[src/etdt_params.svh]
// Functional notes
// RL1: normal mode moves exactly one byte or one word per activation.
// RL2: normal count covers 1 to 65,536 transfers; zero stands for 65,536.
// RL3: when the count expires the request may go on to the cpu.
// RL4: each unit is read at the source word and written at the destination word.
// RL5: normal mode counts in count word a and ignores count word b.
// RL6: source mode 00 keeps the source fixed, 10 increments it.
// RL7: destination mode 10 increments the destination after each unit.
// RL8: transfer mode 00 is normal, 10 is block transfer.
// RL9: size bit 0 moves bytes, 1 moves words.
// RL10: chain and interrupt-select both zero give one transfer per activation.
// RL11: block area select has no effect in normal mode.
// RL12: activation fetches the info start address from the source's vector.
// RL13: a source is served only while its activation enable bit is one.
// RL14: incrementing destination advances by unit size; count drops by one.
// RL15: a transfer that is not the last clears the source's request flag (code keeps it and holds the source when interrupt-select is one).
// RL16: at count zero keep flag, clear enable bit, pass request to cpu.
// RL17: block mode: count a holds block size twice, count b the blocks left.
// RL18: software checks the activation bit is zero before a software request.
// RL19: updated words are written back before the next activation is taken.
`ifndef ETDT_PARAMS_SVH
`define ETDT_PARAMS_SVH
// ****************************************
// register map
// ****************************************
`define ETDT_OFS_ENABLE 8'h00
`define ETDT_OFS_SWVEC 8'h04
`define ETDT_OFS_STATUS 8'h08
`define ETDT_OFS_MASK 8'h0C
`define ETDT_OFS_STATE 8'h10
`define ETDT_ENABLE_RST 8'h00
`define ETDT_SWVEC_RST 8'h00
`define ETDT_STATUS_RST 2'h0
`define ETDT_MASK_RST 2'h0
`define ETDT_SWVEC_GO 7
`define ETDT_ST_DONE_BIT 0
`define ETDT_ST_END_BIT 1
// ****************************************
// vectors and register information
// ****************************************
`define ETDT_VEC_BASE 16'h0400
`define ETDT_SRC_VEC_BASE 7'h20
`define ETDT_INFO_LAST 3'h4
`define ETDT_INFO_SAR 3'h1
// ****************************************
// mode word fields (mode_word_a high byte, mode_word_b low byte)
// ****************************************
`define ETDT_SM_HI 7
`define ETDT_SM_LO 6
`define ETDT_DM_HI 5
`define ETDT_DM_LO 4
`define ETDT_MD_HI 3
`define ETDT_MD_LO 2
`define ETDT_DTS 1
`define ETDT_SZ 0
`define ETDT_CHAIN 7
`define ETDT_IRQ_EACH 6
`define ETDT_MD_BLOCK 2'h2
`define ETDT_AM_INC 2'h2
`define ETDT_AM_DEC 2'h3
`endif

[src/etdt_pkg.sv]
package etdt_pkg;
    typedef enum logic [6:0] {
        ST_IDLE = 7'h01,
        ST_VEC = 7'h02,
        ST_INFO = 7'h04,
        ST_RD = 7'h08,
        ST_WR = 7'h10,
        ST_WB = 7'h20,
        ST_DONE = 7'h40
    } etdt_state_t;
    typedef struct packed {
        logic [7:0] mode_word_a;
        logic [7:0] mode_word_b;
        logic [15:0] source_address_word;
        logic [15:0] destination_address_word;
        logic [15:0] transfer_count_a;
        logic [15:0] transfer_count_b;
    } etdt_info_t;
    typedef struct packed {
        logic req;
        logic we;
        logic word;
        logic [15:0] addr;
        logic [15:0] wdata;
    } etdt_mem_cmd_t;
endpackage

[src/etdt_src_pick.sv]
`include "etdt_params.svh"
module etdt_src_pick (
    input wire logic [7:0] req,
    output logic valid,
    output logic [2:0] idx
);
    // lowest index wins, matching the fixed default priority
    always_comb begin
        valid = 1'b0;
        idx = 3'h0;
        for (int i = 7; i >= 0; i--) begin
            if (req[i]) begin
                valid = 1'b1;
                idx = 3'(i);
            end
        end
    end
endmodule

[src/etdt_transfer_controller.sv]
`include "etdt_params.svh"
module etdt_transfer_controller (
    input wire logic clk,
    input wire logic sys_rst,
    input wire logic psel,
    input wire logic penable,
    input wire logic pwrite,
    input wire logic [7:0] paddr,
    input wire logic [31:0] pwdata,
    output logic [31:0] prdata,
    output logic pready,
    output logic pslverr,
    input wire logic [7:0] src_req,
    output logic [7:0] src_flag_clr,
    output logic [7:0] cpu_irq_req,
    output etdt_pkg::etdt_mem_cmd_t mem_cmd,
    input wire logic [15:0] mem_rdata,
    input wire logic mem_ack,
    output logic irq
);
    import etdt_pkg::*;

    // ****************************************
    // state
    // ****************************************
    etdt_state_t state, next_state;
    etdt_info_t info, next_info, step_info;
    etdt_mem_cmd_t next_mem_cmd;
    logic [2:0] wcnt, next_wcnt;
    logic [2:0] src_sel, next_src_sel;
    logic sw_act, next_sw_act;
    logic last_seen, next_last_seen;
    logic [15:0] info_base, next_info_base;
    logic [15:0] data_buf, next_data_buf;
    logic [7:0] enable, next_enable;
    logic [7:0] swvec, next_swvec;
    logic [7:0] hold, next_hold;
    logic [1:0] status, next_status;
    logic [1:0] mask, next_mask;
    logic [7:0] next_src_flag_clr, next_cpu_irq_req;
    logic [31:0] next_prdata;
    logic next_pready, next_pslverr, next_irq;
    logic pick_valid, blk_end, step_last, acc, more;
    logic [2:0] pick_idx;
    logic [15:0] vec_addr;
    logic [1:0] st_set, st_clr;

    function automatic etdt_mem_cmd_t mem_op(input logic we, input logic word,
                                             input logic [15:0] a, input logic [15:0] d);
        mem_op.req = 1'b1;
        mem_op.we = we;
        mem_op.word = word;
        mem_op.addr = a;
        mem_op.wdata = d;
    endfunction

    function automatic logic [15:0] info_word(input etdt_info_t f, input logic [2:0] i);
        unique case (i)
            3'h0: info_word = {f.mode_word_a, f.mode_word_b};
            3'h1: info_word = f.source_address_word;
            3'h2: info_word = f.destination_address_word;
            3'h3: info_word = f.transfer_count_a;
            default: info_word = f.transfer_count_b;
        endcase
    endfunction

    etdt_src_pick u_pick (
        .req(src_req & enable & ~hold), // [RL13]
        .valid(pick_valid),
        .idx(pick_idx)
    );

    etdt_unit_step u_step (
        .cur(info),
        .nxt(step_info),
        .blk_end(blk_end),
        .last(step_last)
    );

    // ****************************************
    // next values
    // ****************************************
    always_comb begin
        next_state = state;
        next_info = info;
        next_mem_cmd = mem_cmd;
        next_wcnt = wcnt;
        next_src_sel = src_sel;
        next_sw_act = sw_act;
        next_last_seen = last_seen;
        next_info_base = info_base;
        next_data_buf = data_buf;
        next_enable = enable;
        next_swvec = swvec;
        next_hold = hold & src_req;
        next_src_flag_clr = 8'h00;
        st_set = 2'h0;
        st_clr = 2'h0;
        acc = psel & penable & pready;
        more = 1'b0;
        // requests that the controller is not serving go straight to the cpu
        next_cpu_irq_req = src_req & (~enable | hold); // [RL3] [RL16]
        if (pick_valid) begin
            vec_addr = `ETDT_VEC_BASE + {8'h00, `ETDT_SRC_VEC_BASE + {4'h0, pick_idx}, 1'b0};
        end else begin
            vec_addr = `ETDT_VEC_BASE + {8'h00, swvec[6:0], 1'b0};
        end

        unique case (state)
            ST_IDLE: begin
                // hardware sources take priority over a software request
                if (pick_valid || swvec[`ETDT_SWVEC_GO]) begin
                    next_src_sel = pick_idx;
                    next_sw_act = ~pick_valid;
                    next_mem_cmd = mem_op(1'b0, 1'b1, vec_addr, 16'h0000); // [RL12]
                    next_state = ST_VEC;
                end
            end
            ST_VEC: begin
                if (mem_ack) begin
                    next_info_base = mem_rdata;
                    next_wcnt = 3'h0;
                    next_mem_cmd = mem_op(1'b0, 1'b1, mem_rdata, 16'h0000);
                    next_state = ST_INFO;
                end
            end
            ST_INFO: begin
                if (mem_ack) begin
                    unique case (wcnt)
                        3'h0: {next_info.mode_word_a, next_info.mode_word_b} = mem_rdata;
                        3'h1: next_info.source_address_word = mem_rdata;
                        3'h2: next_info.destination_address_word = mem_rdata;
                        3'h3: next_info.transfer_count_a = mem_rdata;
                        default: next_info.transfer_count_b = mem_rdata;
                    endcase
                    if (wcnt == `ETDT_INFO_LAST) begin
                        next_mem_cmd = mem_op(1'b0, info.mode_word_a[`ETDT_SZ], info.source_address_word, 16'h0000); // [RL4]
                        next_state = ST_RD;
                    end else begin
                        next_wcnt = wcnt + 3'h1;
                        next_mem_cmd = mem_op(1'b0, 1'b1,
                                              info_base + {12'h000, wcnt + 3'h1, 1'b0}, 16'h0000);
                    end
                end
            end
            ST_RD: begin
                if (mem_ack) begin
                    next_data_buf = mem_rdata;
                    next_mem_cmd = mem_op(1'b1, info.mode_word_a[`ETDT_SZ], info.destination_address_word, mem_rdata); // [RL4]
                    next_state = ST_WR;
                end
            end
            ST_WR: begin
                if (mem_ack) begin
                    next_info = step_info; // [RL14]
                    next_last_seen = step_last;
                    // block mode runs the whole block; normal mode stops after one unit
                    more = ({info.mode_word_a[`ETDT_MD_HI], info.mode_word_a[`ETDT_MD_LO]} == `ETDT_MD_BLOCK)
                           && !blk_end; // [RL1] [RL8]
                    if (more) begin
                        next_mem_cmd = mem_op(1'b0, info.mode_word_a[`ETDT_SZ], step_info.source_address_word, 16'h0000);
                        next_state = ST_RD;
                    end else begin
                        next_wcnt = `ETDT_INFO_SAR;
                        next_mem_cmd = mem_op(1'b1, 1'b1, info_base + 16'h0002,
                                              step_info.source_address_word); // [RL19]
                        next_state = ST_WB;
                    end
                end
            end
            ST_WB: begin
                if (mem_ack) begin
                    if (wcnt == `ETDT_INFO_LAST) begin
                        next_mem_cmd = '0;
                        next_state = ST_DONE;
                        st_set[`ETDT_ST_DONE_BIT] = 1'b1;
                        if (sw_act) begin
                            next_swvec[`ETDT_SWVEC_GO] = 1'b0;
                        end
                        if (last_seen) begin
                            // flag stays set so the cpu takes the final request
                            st_set[`ETDT_ST_END_BIT] = 1'b1;
                            if (!sw_act) begin
                                next_enable[src_sel] = 1'b0; // [RL16]
                            end
                        end else if (!sw_act && info.mode_word_b[`ETDT_IRQ_EACH]) begin
                            next_hold[src_sel] = 1'b1;
                        end else if (!sw_act) begin
                            next_src_flag_clr[src_sel] = 1'b1; // [RL15] [RL10]
                        end
                    end else begin
                        next_wcnt = wcnt + 3'h1;
                        next_mem_cmd = mem_op(1'b1, 1'b1,
                                              info_base + {12'h000, wcnt + 3'h1, 1'b0},
                                              info_word(info, wcnt + 3'h1)); // [RL19]
                    end
                end
            end
            ST_DONE: begin
                // one spare cycle lets the cleared flag drop before the next pick
                next_state = ST_IDLE;
            end
            default: begin
                next_state = ST_IDLE;
                next_mem_cmd = '0;
            end
        endcase

        // apb slave: one wait state, then pready with data
        next_pready = psel & penable & ~pready;
        next_prdata = prdata;
        next_pslverr = pslverr;
        if (psel && penable && !pready) begin
            next_pslverr = 1'b0;
            unique case (paddr)
                `ETDT_OFS_ENABLE: next_prdata = {24'h000000, enable};
                `ETDT_OFS_SWVEC: next_prdata = {24'h000000, swvec};
                `ETDT_OFS_STATUS: next_prdata = {30'h00000000, status};
                `ETDT_OFS_MASK: next_prdata = {30'h00000000, mask};
                `ETDT_OFS_STATE: next_prdata = {21'h000000, src_sel, 1'b0, state};
                default: begin
                    next_prdata = 32'h00000000;
                    next_pslverr = 1'b1;
                end
            endcase
        end
        next_mask = mask;
        if (acc && pwrite) begin
            unique case (paddr)
                `ETDT_OFS_ENABLE: next_enable = pwdata[7:0];
                `ETDT_OFS_SWVEC: next_swvec = pwdata[7:0]; // [RL18]
                `ETDT_OFS_MASK: next_mask = pwdata[1:0];
                default: next_mask = mask;
            endcase
        end
        if (acc && !pwrite && paddr == `ETDT_OFS_STATUS) begin
            st_clr = 2'h3;
        end
        // a new event in the read cycle survives the clear
        next_status = (status & ~st_clr) | st_set;
        next_irq = |(next_status & next_mask);
    end

    // ****************************************
    // registers
    // ****************************************
    always_ff @(posedge clk) begin
        if (sys_rst) begin
            state <= ST_IDLE;
            info <= '0;
            mem_cmd <= '0;
            wcnt <= 3'h0;
            src_sel <= 3'h0;
            sw_act <= 1'b0;
            last_seen <= 1'b0;
            info_base <= 16'h0000;
            data_buf <= 16'h0000;
            enable <= `ETDT_ENABLE_RST;
            swvec <= `ETDT_SWVEC_RST;
            hold <= 8'h00;
            status <= `ETDT_STATUS_RST;
            mask <= `ETDT_MASK_RST;
            src_flag_clr <= 8'h00;
            cpu_irq_req <= 8'h00;
            prdata <= 32'h00000000;
            pready <= 1'b0;
            pslverr <= 1'b0;
            irq <= 1'b0;
        end else begin
            state <= next_state;
            info <= next_info;
            mem_cmd <= next_mem_cmd;
            wcnt <= next_wcnt;
            src_sel <= next_src_sel;
            sw_act <= next_sw_act;
            last_seen <= next_last_seen;
            info_base <= next_info_base;
            data_buf <= next_data_buf;
            enable <= next_enable;
            swvec <= next_swvec;
            hold <= next_hold;
            status <= next_status;
            mask <= next_mask;
            src_flag_clr <= next_src_flag_clr;
            cpu_irq_req <= next_cpu_irq_req;
            prdata <= next_prdata;
            pready <= next_pready;
            pslverr <= next_pslverr;
            irq <= next_irq;
        end
    end
endmodule

[src/etdt_unit_step.sv]
`include "etdt_params.svh"
module etdt_unit_step (
    input etdt_pkg::etdt_info_t cur,
    output etdt_pkg::etdt_info_t nxt,
    output logic blk_end,
    output logic last
);
    import etdt_pkg::*;
    logic [15:0] sz;
    logic blk;

    function automatic logic [15:0] step_addr(input logic [15:0] a, input logic [1:0] m,
                                              input logic [15:0] s);
        unique case (m)
            `ETDT_AM_INC: step_addr = a + s;
            `ETDT_AM_DEC: step_addr = a - s;
            default: step_addr = a;
        endcase
    endfunction

    always_comb begin
        sz = cur.mode_word_a[`ETDT_SZ] ? 16'h0002 : 16'h0001; // [RL9]
        blk = ({cur.mode_word_a[`ETDT_MD_HI], cur.mode_word_a[`ETDT_MD_LO]} == `ETDT_MD_BLOCK); // [RL8]
        nxt = cur;
        blk_end = 1'b0;
        last = 1'b0;
        nxt.source_address_word = step_addr(cur.source_address_word, {cur.mode_word_a[`ETDT_SM_HI], cur.mode_word_a[`ETDT_SM_LO]}, sz); // [RL6]
        nxt.destination_address_word = step_addr(cur.destination_address_word, {cur.mode_word_a[`ETDT_DM_HI], cur.mode_word_a[`ETDT_DM_LO]}, sz); // [RL7] [RL14]
        if (blk) begin
            // block size sits in both halves; low half counts, high half reloads
            nxt.transfer_count_a[7:0] = cur.transfer_count_a[7:0] - 8'h01; // [RL17]
            if (nxt.transfer_count_a[7:0] == 8'h00) begin
                blk_end = 1'b1;
                nxt.transfer_count_a[7:0] = cur.transfer_count_a[15:8];
                nxt.transfer_count_b = cur.transfer_count_b - 16'h0001;
                last = (nxt.transfer_count_b == 16'h0000);
            end
        end else begin
            // count b untouched, area select unused here; zero wraps for 65,536
            nxt.transfer_count_a = cur.transfer_count_a - 16'h0001; // [RL5] [RL2] [RL11]
            last = (nxt.transfer_count_a == 16'h0000);
        end
    end
endmodule
[config.mk]
export PLATFORM = sky130hd
export DESIGN_NAME = etdt_transfer_controller
export DESIGN_NICKNAME = d
export VERILOG_FILES = /design/src/etdt_pkg.sv /design/src/etdt_src_pick.sv /design/src/etdt_transfer_controller.sv /design/src/etdt_unit_step.sv
export VERILOG_INCLUDE_DIRS = /design/src
export SDC_FILE = /design/constraint.sdc
export NUM_CORES = 1
export LEC_CHECK = 0
export ABC_CLOCK_PERIOD_IN_PS = 7200
export BUFFER_PORTS_ARGS = -buffer_cell sky130_fd_sc_hd__buf_2
export CAP_MARGIN = 25
export CORE_MARGIN = 1
export CORE_UTILIZATION = 50
export CTS_CLUSTER_DIAMETER = 30
export DETAILED_ROUTE_END_ITERATION = 16
export PLACE_DENSITY_LB_ADDON = 0.3
export SKIP_CTS_REPAIR_TIMING = 1
export SYNTH_ARGS = -nofsm -noshare
export SYNTH_HDL_FRONTEND = slang
export SYNTH_SLANG_ARGS = --single-unit
[constraint.sdc]
create_clock -name clk -period 7.2 [get_ports clk]
set_input_delay 0.36 -clock clk [delete_from_list [all_inputs] [get_ports clk]]
set_output_delay 0.36 -clock clk [all_outputs]
set_load 0.02 [all_outputs]
==> impl_summary.txt <==
----------------------------------------------------
[Drt]
  Met2 WL post-DR ... 20,400 um
  Total via count after detailed routing ... 13,900
  First drt pass iteration count ... 7
  Post-DR vias/cell ... 6.54
  DRC viols ... 0
  1st-iter DRT viols ... 1,788
  Routed wire length on met3 ... 5710 um
  Top Layer Used ... met5
  Wire length on met1 ... 19,400 um
  Average detailed-routed wire length per instance ... 23.0 um
  Post-DRT Antenna Nets ... 0
  Total length of routed wires ... 48,700 um

[STA]
  Measured slew at the worst slew-check pin ... 1010 ps
  PnR worst setup slack ... 2440 ps
  Max Transition Viols Final ... 0
  Setup TNS Final ... 0 ps
  Post-Route Hold Slack ... 40.5 ps
  Final Hold Violating Endpoints ... 0
  Final clock skew ... 25.5 ps
  Final clock period utilization by the worst path ... 66.1%
  Setup repair after global routing missed its margin ... no
  FMAX ... 210 MHz
  Fin crit period ... 4760 ps
  Setup-violating endpoint count in the final report ... 0
  Worst slew slack as a fraction of its limit ... 32.7%

[Global route]
  Number of antenna violations at the first check in global routing ... 2
  Via count of the first global-routing pass ... 12,500
  Wire length of the first global-routing pass ... 74,000 um
  Remaining Overflow, GRT ... 0
  Maximum number of pins on one net before global-route repair ... 74
  Tot GR Track Use ... 36.4%

[Final layout]
  Sequential standard cell area ... 4080 um2
  Count of fill cells added during filler insertion ... 2,287
  Net count reported at finish ... 1,855
  Fin area ... 15,100 um2
  Layout overhead on the synthesized area ... 17.2%
  Layout cells sized above 1 ... 13.7%
  Multi-input gate area in the final layout ... 8080 um2

[Die]
  Horizontal die dimension ... 163 um
  Standard-cell rows ... 58
  Placeable core region ... 25,300 um2
  Die Height ... 163 um
  DIE AREA ... 26,400 um2
  Count of pins on the block boundary ... 156
  Initial cell density of the core ... 51.1%

[Place]
  Buffers on Ports ... 110
  Hpwl dp ... 34,100 um
  Area of placed instances ... 13,400 um2
  Final weighted congestion in routability-driven placement ... 1.02
  Setup slack after placement ... 2600 ps

[Yosys]
  Commonest register cell after synthesis ... sky130_fd_sc_hd__dfxtp_1
  Number of enable flip-flop cells after synthesis ... 0
  Post-synth top area share ... 31.7%
  Post-synth ARST share ... 0%
  Sequential cell area fraction in the yosys report ... 31.7%
  Number of storage elements in the synthesis netlist ... 204
  Number of distinct library cells after synthesis ... 85
  Cell types with the largest area share after synthesis ... sky130_fd_sc_hd__dfxtp_1, sky130_fd_sc_hd__nand2_1, sky130_fd_sc_hd__nor2_1
  Number of cells produced by synthesis ... 1,708
  Yosys top cell by area ... sky130_fd_sc_hd__dfxtp_1
  Cell area after synthesis ... 12,900 um2
  Commonest cells post-synth ... sky130_fd_sc_hd__nand2_1, sky130_fd_sc_hd__dfxtp_1, sky130_fd_sc_hd__nor2_1, sky130_fd_sc_hd__a21oi_1, sky130_fd_sc_hd__clkbuf_1
  Synth warnings ... 0
  Syn Area/Cell ... 7.55 um2
  Library cell with the highest instance count after synthesis ... sky130_fd_sc_hd__nand2_1

[Worst hold path]
  Kind of path behind the tightest hold check ... input port to register
  Hold path startpoint ... src_req[4]

[Clocking]
  Later-pin clock latency in the skew report ... 560 ps
  Clk root buf ... sky130_fd_sc_hd__clkbuf_16
  CTS tree ... yes
  CTS H-tree lvls ... 2
  Clock buffer count from CTS ... 48
  Number of clock sinks seen by CTS ... 204
  Max Buffers Root-to-Sink ... 3
  Worst-path clk slew ... 50 ps

[Status]
  Result of the run ... finished, final reports clean

[Critical path]
  Worst path required time ... 7650 ps
  Slowest-stage cell, CP ... sky130_fd_sc_hd__dfxtp_1
  Critical Path Fanout Max ... 26
  Category of the critical setup timing path ... register to register
  List of cells traversed by the critical path ... and2_1 > nand2_1 > fa_1 > nor4bb_1 > or4b_2 > a21boi_0 > xnor2_1 > o21ai_0 > a21oi_1 > a311oi_1
  CP startpoint kind ... register
  Startpoint of the most critical register-to-register path ... info[79]
  Critical Path Sink Type ... register
  Worst Path Arrival ... 5200 ps
  Startpoint of the worst setup timing path ... info[79]
  Stage delay of the slowest cell on the critical path ... 930 ps

[Flow run]
  Number of violations of the max-capacitance limit ... 0

[Pwr]
  Leakage ... 0.00578 uW
  Maximum ir drop on the vdd rail ... 0.000316 V
  Ratio of total power to cell area ... 279 nW/um2

----------------------------------------------------
cell type report:
class	count	area share (%)
Multi-Input combinational cell	1333	53.4
Sequential cell	204	27.0
Timing Repair Buffer	129	4.58
Inverter	34	0.844
Tap cell	330	2.73
Antenna cell	1	0.0165
Clock buffer	56	8.54
Clock inverter	30	2.86
stage by stage:
step	total power, uW	instances	utilization [%]
2_1_floorplan	1740	1728	-
3_3_place_gp	1930	2027	53.0
3_5_place_dp	1940	2029	53.0
4_1_cts	4210	2115	59.8
5_1_grt	4350	2117	59.9
6_report	4210	2117	59.9
flip-flops by register name (all words and copies together) (netlist names):
name,cells
cpu_irq_req,8
enable,8
hold,8
info,80
info_base,16
irq,1
last_seen,1
mask,2
mem_cmd,35
prdata,11
pready,1
pslverr,1
src_flag_clr,8
src_sel,3
state,7
status,2
sw_act,1
swvec,8
wcnt,3
routing by layer:
metal,vias up,GRT usage [%]
li1,6326,-
met1,6403,47.8
met2,924,53.7
met3,200,8.68
met4,2,22.1
met5,-,0
report_power, final:
part	internal, uW	switching, uW
Sequential	1200	60.9
Combinational	212	463
Clock	1540	733
cells in the final DEF (no fill, tap or decap), types with 23 or more instances in the layout:
| master | synthesis | final |
|---|---|---|
| sky130_fd_sc_hd__nand3_1 | 44 | 44 |
| sky130_fd_sc_hd__a22oi_1 | 61 | 61 |
| sky130_fd_sc_hd__mux2i_1 | 31 | 31 |
| sky130_fd_sc_hd__nand2_1 | 218 | 217 |
| sky130_fd_sc_hd__nor3_1 | 49 | 49 |
| sky130_fd_sc_hd__dfxtp_1 | 204 | 204 |
| sky130_fd_sc_hd__o21ai_0 | 87 | 86 |
| sky130_fd_sc_hd__buf_2 | 12 | 110 |
| sky130_fd_sc_hd__and3_1 | 23 | 23 |
| sky130_fd_sc_hd__inv_1 | 33 | 33 |
| sky130_fd_sc_hd__a21oi_1 | 123 | 123 |
| sky130_fd_sc_hd__ha_1 | 32 | 32 |
| sky130_fd_sc_hd__clkbuf_16 | 0 | 48 |
| sky130_fd_sc_hd__a211oi_1 | 34 | 34 |
| sky130_fd_sc_hd__xnor2_1 | 33 | 33 |
| sky130_fd_sc_hd__nor2_1 | 184 | 184 |
| sky130_fd_sc_hd__xor2_1 | 25 | 25 |
| sky130_fd_sc_hd__a31oi_1 | 36 | 36 |
worst max-delay path, delay by kind of cell, from the launching register on:
family                     cells  cell delay [ps]
xor gates and xnor gates       1              150
adders and majority gates      1              550
and+or+nand+nor                4             1900
DFF                            1              930
AOI/OAI and AO/OA              4             1100
logic make-up (layout without fill, tap and decap cells):
group                    count (synthesis)  in the layout  synth area share, %
flip-flops                             204            204                 31.7
adder cells (fa/ha/maj)                 35             35                 3.57
buffers and inverters                  191            249                 6.41
other                                    1             22               0.0291
AO/OA/AOI/OAI                          514            514                 26.7
XOR/XNOR                                58             58                 3.94
multiplexers                            34             34                 2.67
AND/OR/NAND/NOR                        671            671                 25.1
path summary, 6_finish.rpt:
kind / to / slack [ps] / cells after the start
setup / recovery: mem_cmd[28] / 2440 / 10
hold / removal: hold[4] / 40 / 3
setup reg to reg: mem_cmd[28] / 2440 / 10
hold reg to reg: mem_cmd[25] / 450 / 2
Power figures use the tool's default switching activity.
